--- config.mk ---
export PLATFORM = sky130hd
export DESIGN_NAME = dlc_top
export DESIGN_NICKNAME = d
export VERILOG_FILES = /design/src/pkg/dlc_pkg.sv /design/src/core/dlc_fifo.sv /design/src/core/dlc_top.sv
export VERILOG_INCLUDE_DIRS = /design/src /design/src/pkg
export SDC_FILE = /design/constraint.sdc
export NUM_CORES = 1
export LEC_CHECK = 0
export BUFFER_PORTS_ARGS = -buffer_cell sky130_fd_sc_hd__buf_2
export CAP_MARGIN = 20
export CORE_ASPECT_RATIO = 2
export CORE_MARGIN = 4
export CORE_UTILIZATION = 55
export DETAILED_ROUTE_END_ITERATION = 16
export GPL_TIMING_DRIVEN = 0
export PLACE_DENSITY = 0.82
export SLEW_MARGIN = 15
export SYNTH_ARGS = -nofsm -noshare
export SYNTH_HDL_FRONTEND = slang
export SYNTH_SLANG_ARGS = --single-unit
export TNS_END_PERCENT = 100
--- constraint.sdc ---
create_clock -name i_ref_clk -period 6.4 [get_ports i_ref_clk]
set_input_delay 1.92 -clock i_ref_clk [delete_from_list [all_inputs] [get_ports i_ref_clk]]
set_output_delay 1.92 -clock i_ref_clk [all_outputs]
set_load 0.01 [all_outputs]
--- src/pkg/dlc_defines.svh ---
// Constants for the converter input latch control block.
// Assumes inclusion by bare name from the package and design files.
`ifndef DLC_DEFINES_SVH
`define DLC_DEFINES_SVH

// Sample word width and coding span
`define DLC_WORD_W 12
`define DLC_FULL_CODE 12'hFFF
`define DLC_CODE_SUM 13'h0FFF
`define DLC_WORD_RST 12'h000

// Buffer depth in words
`define DLC_FIFO_DEPTH 32

// Synchroniser and flag reset levels
`define DLC_LOW 1'b0
`define DLC_HIGH 1'b1

// Phase encodings, Gray along the usual path
`define DLC_PH_IDLE 2'h0
`define DLC_PH_CAPTURED 2'h1
`define DLC_PH_UPDATED 2'h3

`endif

--- src/pkg/dlc_pkg.sv ---
// Types shared by the latch control block and its bench models.
// Assumes dlc_defines.svh is on the include path.
`include "dlc_defines.svh"

package dlc_pkg;

	// One converter sample in straight binary
	typedef logic [`DLC_WORD_W-1:0] dlc_word_t;

	// Master-slave latch phase
	typedef enum logic [1:0] {
		DLC_PH_IDLE = `DLC_PH_IDLE,
		DLC_PH_CAPTURED = `DLC_PH_CAPTURED,
		DLC_PH_UPDATED = `DLC_PH_UPDATED
	} dlc_phase_t;

endpackage

--- src/core/dlc_fifo.sv ---
// Sample buffer: parameterised FIFO with valid/ready on both sides.
// Assumes one clock, asynchronous active-low reset and a clock enable.
`timescale 1ns/1ps
`default_nettype none
`include "dlc_defines.svh"

module dlc_fifo #(
	parameter int WIDTH = `DLC_WORD_W,
	parameter int DEPTH = `DLC_FIFO_DEPTH
) (
	// Clock, reset, enable
	input wire logic i_ref_clk,
	input wire logic i_reset_n,
	input wire logic i_clk_en,
	// Fill side
	input wire logic i_valid,
	input wire logic [WIDTH-1:0] i_data,
	output logic o_ready,
	// Drain side
	output logic o_valid,
	output logic [WIDTH-1:0] o_data,
	input wire logic i_ready
);
	localparam int PW = $clog2(DEPTH);
	localparam int CW = $clog2(DEPTH + 1);
	localparam logic [CW-1:0] FULL_CNT = CW'(DEPTH);
	localparam logic [PW-1:0] LAST_PTR = PW'(DEPTH - 1);

	logic [WIDTH-1:0] mem_q [DEPTH];
	logic [PW-1:0] wptr_q, rptr_q;
	logic [CW-1:0] cnt_q, cnt_d;
	logic ready_q, out_valid_q;
	logic [WIDTH-1:0] out_data_q;
	logic wr, load;

	// Pointer wrap that also serves non-power-of-two depths
	function automatic logic [PW-1:0] bump(input logic [PW-1:0] p);
		return (p == LAST_PTR) ? '0 : p + 1'b1;
	endfunction

	// Write when not full; refill output register when it empties or drains
	assign wr = i_valid & ready_q;
	assign load = (cnt_q != '0) & (~out_valid_q | i_ready);
	assign cnt_d = cnt_q + CW'(wr) - CW'(load);

	// Storage array, no reset needed
	always_ff @(posedge i_ref_clk) begin
		if (i_clk_en && wr) begin
			mem_q[wptr_q] <= i_data;
		end
	end

	// Pointers, occupancy and a registered ready flag, so the top output leaves a flop
	always_ff @(posedge i_ref_clk or negedge i_reset_n) begin
		if (!i_reset_n) begin
			wptr_q <= '0;
			rptr_q <= '0;
			cnt_q <= '0;
			ready_q <= `DLC_HIGH;
		end else if (i_clk_en) begin
			if (wr) wptr_q <= bump(wptr_q);
			if (load) rptr_q <= bump(rptr_q);
			cnt_q <= cnt_d;
			ready_q <= (cnt_d != FULL_CNT);
		end
	end

	// Head word held in a register so reads are glitch-free
	always_ff @(posedge i_ref_clk or negedge i_reset_n) begin
		if (!i_reset_n) begin
			out_valid_q <= `DLC_LOW;
			out_data_q <= '0;
		end else if (i_clk_en) begin
			if (load) begin
				out_valid_q <= `DLC_HIGH;
				out_data_q <= mem_q[rptr_q];
			end else if (i_ready) begin
				out_valid_q <= `DLC_LOW;
			end
		end
	end

	assign o_ready = ready_q;
	assign o_valid = out_valid_q;
	assign o_data = out_data_q;
endmodule
`default_nettype wire

--- src/core/dlc_top.sv ---
// Input latch control for a 12-bit current-output converter.
// Assumes a 100 MHz reference clock, a converter clock pin much slower than it,
// and host logic on the reference clock filling the sample buffer.
`timescale 1ns/1ps
`default_nettype none
`include "dlc_defines.svh"

module dlc_top #(
	parameter int WORD_W = `DLC_WORD_W,
	parameter int FIFO_DEPTH = `DLC_FIFO_DEPTH
) (
	// Clock, reset, enable
	input wire logic i_ref_clk,
	input wire logic i_reset_n,
	input wire logic i_clk_en,
	// Host sample stream
	input wire logic i_sample_valid,
	input wire dlc_pkg::dlc_word_t i_sample_word,
	output logic o_sample_ready,
	// Converter clock pin
	input wire logic i_conv_clk,
	// Static control pins
	input wire logic i_power_down_request,
	input wire logic i_power_down_oe,
	input wire logic i_ref_select_ext,
	// Converter side
	output dlc_pkg::dlc_word_t o_sample_out,
	output dlc_pkg::dlc_word_t o_code_true,
	output dlc_pkg::dlc_word_t o_code_comp,
	output logic o_standby,
	output logic o_int_ref_enable,
	output logic o_ref_pin_oe,
	output logic o_underrun
);
	import dlc_pkg::*;

	dlc_word_t fifo_data, master_q, out_q, true_q, comp_q;
	dlc_phase_t phase_q;
	logic fifo_valid, fifo_ready;
	logic ck_s1_q, ck_s2_q, ck_s3_q, rise_ev, fall_ev;
	logic pd_s1_q, pd_s2_q, oe_s1_q, oe_s2_q, standby_q;
	logic rs_s1_q, rs_s2_q, int_ref_q;
	logic underrun_q;
	logic cap_go, upd_go;

	// Complement code: remainder of full scale after the true share
	function automatic dlc_word_t comp_code(input dlc_word_t w);
		return `DLC_FULL_CODE - w;
	endfunction

	// Stage strobe: an enabled pin edge seen outside standby
	function automatic logic stage_go(input logic en, input logic ev, input logic sb);
		return en & ev & ~sb;
	endfunction

	// Sample buffer between host stream and master stage
	dlc_fifo #(
		.WIDTH(WORD_W),
		.DEPTH(FIFO_DEPTH)
	) u_fifo (
		.i_ref_clk(i_ref_clk),
		.i_reset_n(i_reset_n),
		.i_clk_en(i_clk_en),
		.i_valid(i_sample_valid),
		.i_data(i_sample_word),
		.o_ready(o_sample_ready),
		.o_valid(fifo_valid),
		.o_data(fifo_data),
		.i_ready(fifo_ready)
	);

	// A pin edge reaches its strobe two or three cycles late, so each converter
	// clock phase must span at least three reference cycles
	// Converter clock pin passes two flops; third flop only for edge detection
	always_ff @(posedge i_ref_clk or negedge i_reset_n) begin
		if (!i_reset_n) begin
			ck_s1_q <= `DLC_LOW;
			ck_s2_q <= `DLC_LOW;
			ck_s3_q <= `DLC_LOW;
		end else if (i_clk_en) begin
			ck_s1_q <= i_conv_clk;
			ck_s2_q <= ck_s1_q;
			ck_s3_q <= ck_s2_q;
		end
	end

	// Duty cycle is free as long as each phase spans a few reference cycles
	assign rise_ev = ck_s2_q & ~ck_s3_q;
	assign fall_ev = ~ck_s2_q & ck_s3_q;

	// Request level and its driven flag each pass two flops before they meet;
	// an undriven pin then reads low, as its pull-down would make it
	always_ff @(posedge i_ref_clk or negedge i_reset_n) begin
		if (!i_reset_n) begin
			pd_s1_q <= `DLC_LOW;
			pd_s2_q <= `DLC_LOW;
			oe_s1_q <= `DLC_LOW;
			oe_s2_q <= `DLC_LOW;
			standby_q <= `DLC_LOW;
		end else if (i_clk_en) begin
			pd_s1_q <= i_power_down_request;
			pd_s2_q <= pd_s1_q;
			oe_s1_q <= i_power_down_oe;
			oe_s2_q <= oe_s1_q;
			standby_q <= oe_s2_q & pd_s2_q;
		end
	end

	// Reference select; reset to internal reference so the pin is driven early
	always_ff @(posedge i_ref_clk or negedge i_reset_n) begin
		if (!i_reset_n) begin
			rs_s1_q <= `DLC_LOW;
			rs_s2_q <= `DLC_LOW;
			int_ref_q <= `DLC_HIGH;
		end else if (i_clk_en) begin
			rs_s1_q <= i_ref_select_ext;
			rs_s2_q <= rs_s1_q;
			int_ref_q <= ~rs_s2_q;
		end
	end

	// Strobes shared by the pop, both latch stages and the underrun flag
	assign cap_go = stage_go(i_clk_en, rise_ev, standby_q);
	// A fall only counts after a capture, so a stray fall cannot move the output
	assign upd_go = stage_go(i_clk_en, fall_ev, standby_q) & (phase_q == DLC_PH_CAPTURED);

	// Pop the buffer head only on a capture edge outside standby
	assign fifo_ready = cap_go;

	// Master stage: whole word taken on the rise, bit order kept
	always_ff @(posedge i_ref_clk or negedge i_reset_n) begin
		if (!i_reset_n) begin
			master_q <= `DLC_WORD_RST;
		end else if (cap_go && fifo_valid) begin
			master_q <= fifo_data;
		end
	end

	// Empty buffer at a rise repeats the old word and flags it for one cycle
	// Repeating the last word keeps the analog output from jumping to zero
	always_ff @(posedge i_ref_clk or negedge i_reset_n) begin
		if (!i_reset_n) begin
			underrun_q <= `DLC_LOW;
		end else if (i_clk_en) begin
			underrun_q <= cap_go & ~fifo_valid;
		end
	end

	// Phase tracker keeps a fall without a prior rise from moving the output
	// Standby drops it to idle, so the first fall after standby needs a new rise
	always_ff @(posedge i_ref_clk or negedge i_reset_n) begin
		if (!i_reset_n) begin
			phase_q <= DLC_PH_IDLE;
		end else if (i_clk_en) begin
			unique case (phase_q)
				DLC_PH_IDLE: begin
					if (standby_q) phase_q <= DLC_PH_IDLE;
					else if (rise_ev) phase_q <= DLC_PH_CAPTURED;
				end
				DLC_PH_CAPTURED: begin
					if (standby_q) phase_q <= DLC_PH_IDLE;
					else if (fall_ev) phase_q <= DLC_PH_UPDATED;
				end
				DLC_PH_UPDATED: begin
					if (standby_q) phase_q <= DLC_PH_IDLE;
					else if (rise_ev) phase_q <= DLC_PH_CAPTURED;
				end
				default: phase_q <= DLC_PH_IDLE;
			endcase
		end
	end

	// Slave stage and both output codes, loaded together on the fall
	// Codes reset to zero scale so the complement carries the whole current
	always_ff @(posedge i_ref_clk or negedge i_reset_n) begin
		if (!i_reset_n) begin
			out_q <= `DLC_WORD_RST;
			true_q <= `DLC_WORD_RST;
			comp_q <= `DLC_FULL_CODE;
		end else if (upd_go) begin
			out_q <= master_q;
			true_q <= master_q;
			comp_q <= comp_code(master_q);
		end
	end

	assign o_sample_out = out_q;
	assign o_code_true = true_q;
	assign o_code_comp = comp_q;
	assign o_standby = standby_q;
	assign o_int_ref_enable = int_ref_q;
	assign o_ref_pin_oe = int_ref_q;
	assign o_underrun = underrun_q;
endmodule
`default_nettype wire

# Word level (Yosys, flattened, before mapping)

Memories as Yosys holds them, arrays and structs flattened. A register that Yosys moved wholly into a read port is not among the register bits.
Cells that the tools add are included.

Register bits after elaboration: 68
Bits in writable memories: 384
Output and inout bits: 41
Logic and storage cells: 73
Memories: 1

Add/subtract/negate cells: 5
Eq/ne operators: 7
Multiplexer cells: 11
Bitwise logic cells: 17
Reductions and logical operators: 11

Memory list:

| memory       | words | bits a word | read ports | clocked after Yosys merged registers in | write ports | line           | source |
|---|---|---|---|---|---|---|---|
| u_fifo.mem_q | 32    | 12          | 1          | 1                                       | 1           | dlc_fifo.sv:29 | `logic [WIDTH-1:0] mem_q [DEPTH];` |

Operators by type and width:

| kind                     | count |
|---|---|
| $sub A12 B12 Y12 const A | 1 |
| $and A1 B1 Y1            | 11 |
| $add A5 B1 Y5 const B    | 2 |
| $eq A5 B5 Y1 const B     | 2 |
| $mux W5                  | 2 |
| $mux W2                  | 4 |
| $add A6 B1 Y6            | 1 |
| $ne A6 B6 Y1 const B     | 1 |
| $reduce_and A2 Y1        | 3 |
| $reduce_bool A6 Y1       | 1 |
| $sub A6 B1 Y6            | 1 |
| $not A1 Y1               | 5 |
| $mux W1                  | 4 |
| $pmux W2 S2              | 1 |
| $ne A3 B1 Y1 const B     | 1 |
| $ne A3 B3 Y1 const B     | 1 |
| $reduce_and A3 Y1        | 1 |
| $eq A2 B1 Y1 const B     | 1 |
| $eq A2 B2 Y1 const B     | 1 |
| $logic_and A1 B1 Y1      | 2 |
| $logic_not A2 Y1         | 1 |
| $reduce_bool A2 Y1       | 1 |
| $reduce_or A2 Y1         | 1 |
| $logic_not A1 Y1         | 1 |
| $or A1 B1 Y1             | 1 |

# Depth between registers and ports, before layout

Depth after elaboration: 8
Depth in mapped cells: 15
Gate-level depth less buffers: 15

# By module

Synthesis repeated with hierarchy kept, for this count alone.

Cell total of the unflattened synthesis: 954
Area, all modules: 18521.5 um^2

By module, submodules not included:

| module   | times used | cells each | area each (um^2) |
|---|---|---|---|
| dlc_fifo | 1          | 803        | 16392.0 |
| dlc_top  | 1          | 151        | 2129.5 |

# Worst setup path before layout

Ideal clock, no wire load.

Path type: input -> register
Start: input i_clk_en
End: register u_fifo.cnt_q[5]
Data arrival time: 4271 ps
Required time: 6334 ps
Setup slack: 2063 ps
Stages: 13
Buffers on the path: 2
Path through: buf_1 > buf_2 > nand2_1 > nand2_1 > o31a_1 > ha_1 > inv_1 > ha_1 > a21o_1 > a21oi_1 > nor4b_1 > a2111oi_0 > mux2_2

Longest elaborated chain between the ends: 5

Ends and longest elaborated chain:

| what                        | line           | source |
|---|---|---|
| start, declared             | dlc_top.sv:15  | `input wire logic i_clk_en,` |
| $and A1 B1 Y1 (2 in series) | dlc_top.sv:53  | `return en & ev & ~sb;` |
| $or A1 B1 Y1                | dlc_fifo.sv:43 | `assign load = (cnt_q != '0) & (~out_valid_q \| i_ready);` |
| $and A1 B1 Y1               | dlc_fifo.sv:43 |  |
| named net u_fifo.load       | dlc_fifo.sv:34 | `logic wr, load;` |
| $sub A6 B1 Y6               | dlc_fifo.sv:44 | `assign cnt_d = cnt_q + CW'(wr) - CW'(load);` |
| end signal, assigned        | dlc_fifo.sv:63 | `cnt_q <= cnt_d;` |
| end, declared               | dlc_fifo.sv:31 | `logic [CW-1:0] cnt_q, cnt_d;` |

The timed path passes the listed nets, and every way through them passes these cells.
A chain may end at the register's enable or synchronous reset.

# Worst setup path in the final report

Ends and elaborated chain as after synthesis.

==> reports/results.tsv <==
stage	metric	value	unit
run_status	status	complete, no violations	
critical_path	path_class	in -> reg	
power	seqPwrFrac	0.433	
final_layout	drive_gt1_frac	0.2741	
route	viasPerCell	6.036	
yosys	synth_top_family_by_area	multiplexers	
clocking	numCtsBuffers	38	
route	wl_per_cell	26.05	um
timing	hold_slack	0.4213	ns
floorplan	initial_core_util	0.5586	
yosys	ys_ff_latch	464	
clocking	cts_resized	0	
yosys	synthAdderAreaFrac	0.01261	
critical_path	critPathLaunch	i_clk_en	
route	finalWirelength	41470	um
global_routing	grt_max_degree	63	
critical_path	worstSetupPathDepth	14	
power	leakage	7.374	nW
critical_path	r2r_cells	13	
clocking	hold_buffers	0	
global_routing	grt-ovfl-total	0	
clocking	postCtsSetupBuffers	0	
clocking	clk-insertion-delay-late	0.56	ns
power	p_per_area	413.3	nW/um^2
power	pwr-share-clk	0.264	
power	power	8.596	mW
route	drt_iter0_markers	782	
timing	grt_setup_unrepaired	no	
timing	fin_crit	4.701	ns
clocking	root_buffer	clkbuf_16	
hold_path	holdPathStages	1	
critical_path	cp_slowest_stage_delay	0.62	ns
route	drtPass1Iterations	8	
final_layout	postLayoutCoreUtil	0.6293	
critical_path	crit_slowest_cell	a2111oi_0	
critical_path	cp_cell_sequence	buf_2, buf_1, buf_2, nand2_1, nand2_1, o31a_1, ha_1, inv_1, ha_1, a21o_1, a21oi_1, nor4b_1, a2111oi_0, mux2_2	
power	comb_power_share	0.303	
timing	timing.fmax	212.7	MHz
yosys	synth-xor-area-share	0.001423	
power	power.switching	2.687	mW
floorplan	die-height	267.1	um
final_layout	n_antenna_cell	0	
power	ir_drop	0.0002352	V
yosys	synthMuxAreaShare	0.1434	
yosys	synth_edf_count	384	
timing	tns	0	ns
floorplan	ios	61	
critical_path	cp-end-kind	flip-flop	
critical_path	path_max_fanout	10	
global_routing	grtUsageTotal	0.2320	
clocking	cts_tree	done	
critical_path	critPathArrivalTime	5.17	ns
timing	tightest_slew	1.096	ns
timing	finalMaxSlewViolations	0	
place	place_area	19480	um^2
global_routing	antenna_found_initial	0	
global_routing	grt_pass1_vias	10060	
yosys	synth-simple-area-share	0.03802	
critical_path	cp.buffers_inverters	4	
critical_path	reg2reg_from	ck_s3_q	
power	swShare	0.3125	
yosys	synth_area_leaders	edfxtp_1 62%, dfrtp_1 8.9%, mux4_2 8.8%, mux2i_1 3.4%, mux2_2 2.2%	
timing	setup_viol	0	
timing	skew	0.03151	ns
yosys	yosysMostFrequentCell	edfxtp_1	
clocking	clkSlewWorstSetupHoldPaths	0.06	ns
place	io_buffers	60	
yosys	synth_top_cell_by_area	edfxtp_1	
timing	fin_ws	1.699	ns
yosys	netlist_area	18460	um^2
place	post-place-ws	1.188	ns
power	internal_power	5.909	mW
route	remaining_drc_errors	0	
timing	final.period_utilization	0.7346	
hold_path	hold_path_class	reg -> reg	
critical_path	cp_top_family	compound AO/OA/AOI/OAI gates	
floorplan	die_w	137.5	um
yosys	ys_seq_area_frac	0.7340	
timing	hold_viol	0	
run	maxCapViolations	0	
place	hpwl	28650	um
hold_path	worstHoldStart	rs_s2_q	
timing	slew_headroom	0.2665	
place	placedCellCount	1511	
yosys	synth_compound_area_frac	0.04412	
yosys	ys.flop_type	edfxtp_1	
critical_path	startpoint_type	input port	
critical_path	required	6.87	ns
route	ant_nets	0	
final_layout	nets	1168	
yosys	syn_nets	1042	
global_routing	grt_first_pass_wirelength	61700	um
floorplan	core	33050	um^2
yosys	synth.avg_cell_area	18.39	um^2
yosys	yosysWarnings	0	
yosys	synth.lib_cells_used.distinct	46	
yosys	syn_inst	1004	
clocking	htree_levels	2	
final_layout	design_area	20800	um^2
final_layout	syn2layout_area_growth	12.65	%
route	vias	9610	
yosys	synth_top_area_share	0.6246	
final_layout	nFillCells	2197	
final_layout	instances_no_fill	1592	
place	place_congestion	0.9790	
yosys	synth-async-reset-ratio	0.1724	
floorplan	rows	94	
clocking	clockBufferDepth	3	
floorplan	die_area	36740	um^2
yosys	synth_commonest_cells	384 x edfxtp_1, 72 x mux4_2, 66 x dfrtp_1, 62 x mux2i_1, 51 x nand2_1	
clocking	cts_sinks	464	
-- kinds of logic after synthesis --
logic type	after synthesis
compound gates	116
simple gates	151
xor+xnor	3
flops	464
buf+inv	82
mux	170
fa+ha+maj	18
-- worst reg2reg max path: cells and delay by family (launching register included) --
kind,cells,cell delay [ns]
AO/OA/AOI/OAI,4,1.27
AND/OR/NAND/NOR,5,0.59
adder cells (fa/ha/maj),2,0.49
flip-flops,1,0.39
multiplexers,1,0.27
buffers and inverters,1,0.06
-- placed cells by master (no fill, tap or decap), types with 5 or more instances in the layout --
cell	count
edfxtp_1	384
buf_2	74
mux4_2	72
dfrtp_1	66
mux2i_1	62
nand2_1	51
a22oi_1	48
nor2_1	46
clkbuf_16	39
mux2_2	36
buf_4	32
clkbuf_1	28
o21ai_0	25
inv_1	17
buf_6	17
ha_1	17
o31ai_1	16
and3_1	15
dfstp_2	14
a311oi_1	12
clkinv_2	9
a21oi_1	6
nand3_1	5
nor2b_1	5
-- registers in the layout, indices dropped and copies added (netlist names), 5 cells and up --
signal / flops
u_fifo.o_data: 12
u_fifo.rptr_q: 5
u_fifo.wptr_q: 5
u_fifo.cnt_q: 6
o_code_comp: 12
o_code_true: 12
master_q: 12
u_fifo.mem_q: 384
-- power by group through the flow --
stage               Sequential (mW)  Clock, mW  Combinational (mW)
finish                         3.72       2.27                2.60
detailed placement             3.78          0                2.58
global placement               3.76          0                2.49
global route                   3.75       2.43                2.78
floorplan                      3.77          0                1.72
CTS                            3.72       2.31                2.60
-- final cells by class --
type / count / area (um^2) / area share
inverter: 17 / 63.81 / 0.003068
tap: 432 / 540.5 / 0.02599
multi-input combinational: 458 / 4457 / 0.2143
clock inverter: 22 / 191.4 / 0.009205
sequential: 464 / 13550 / 0.6516
timing repair buffer: 86 / 540.5 / 0.02599
clock buffer: 48 / 1030 / 0.04952
buffer: 65 / 422.9 / 0.02034
-- worst paths after layout --
path	slack (ns)	end
worst max-delay path	1.70	u_fifo.cnt_q[5]
worst min-delay path	0.42	o_int_ref_enable
worst max register to register	3.26	u_fifo.cnt_q[5]
worst min register to register	0.42	o_int_ref_enable
max in group asynchronous	4.51	o_code_comp[8]
min in group asynchronous	1.25	u_fifo.cnt_q[3]
-- metal layers --
metal,global-route usage,part of all wire
met1,0.2440,0.32
met2,0.4311,0.56
met3,0.02575,0.045
met4,0.1423,0.071
met5,0,0
No activity file was read; power rests on OpenSTA's default activity.
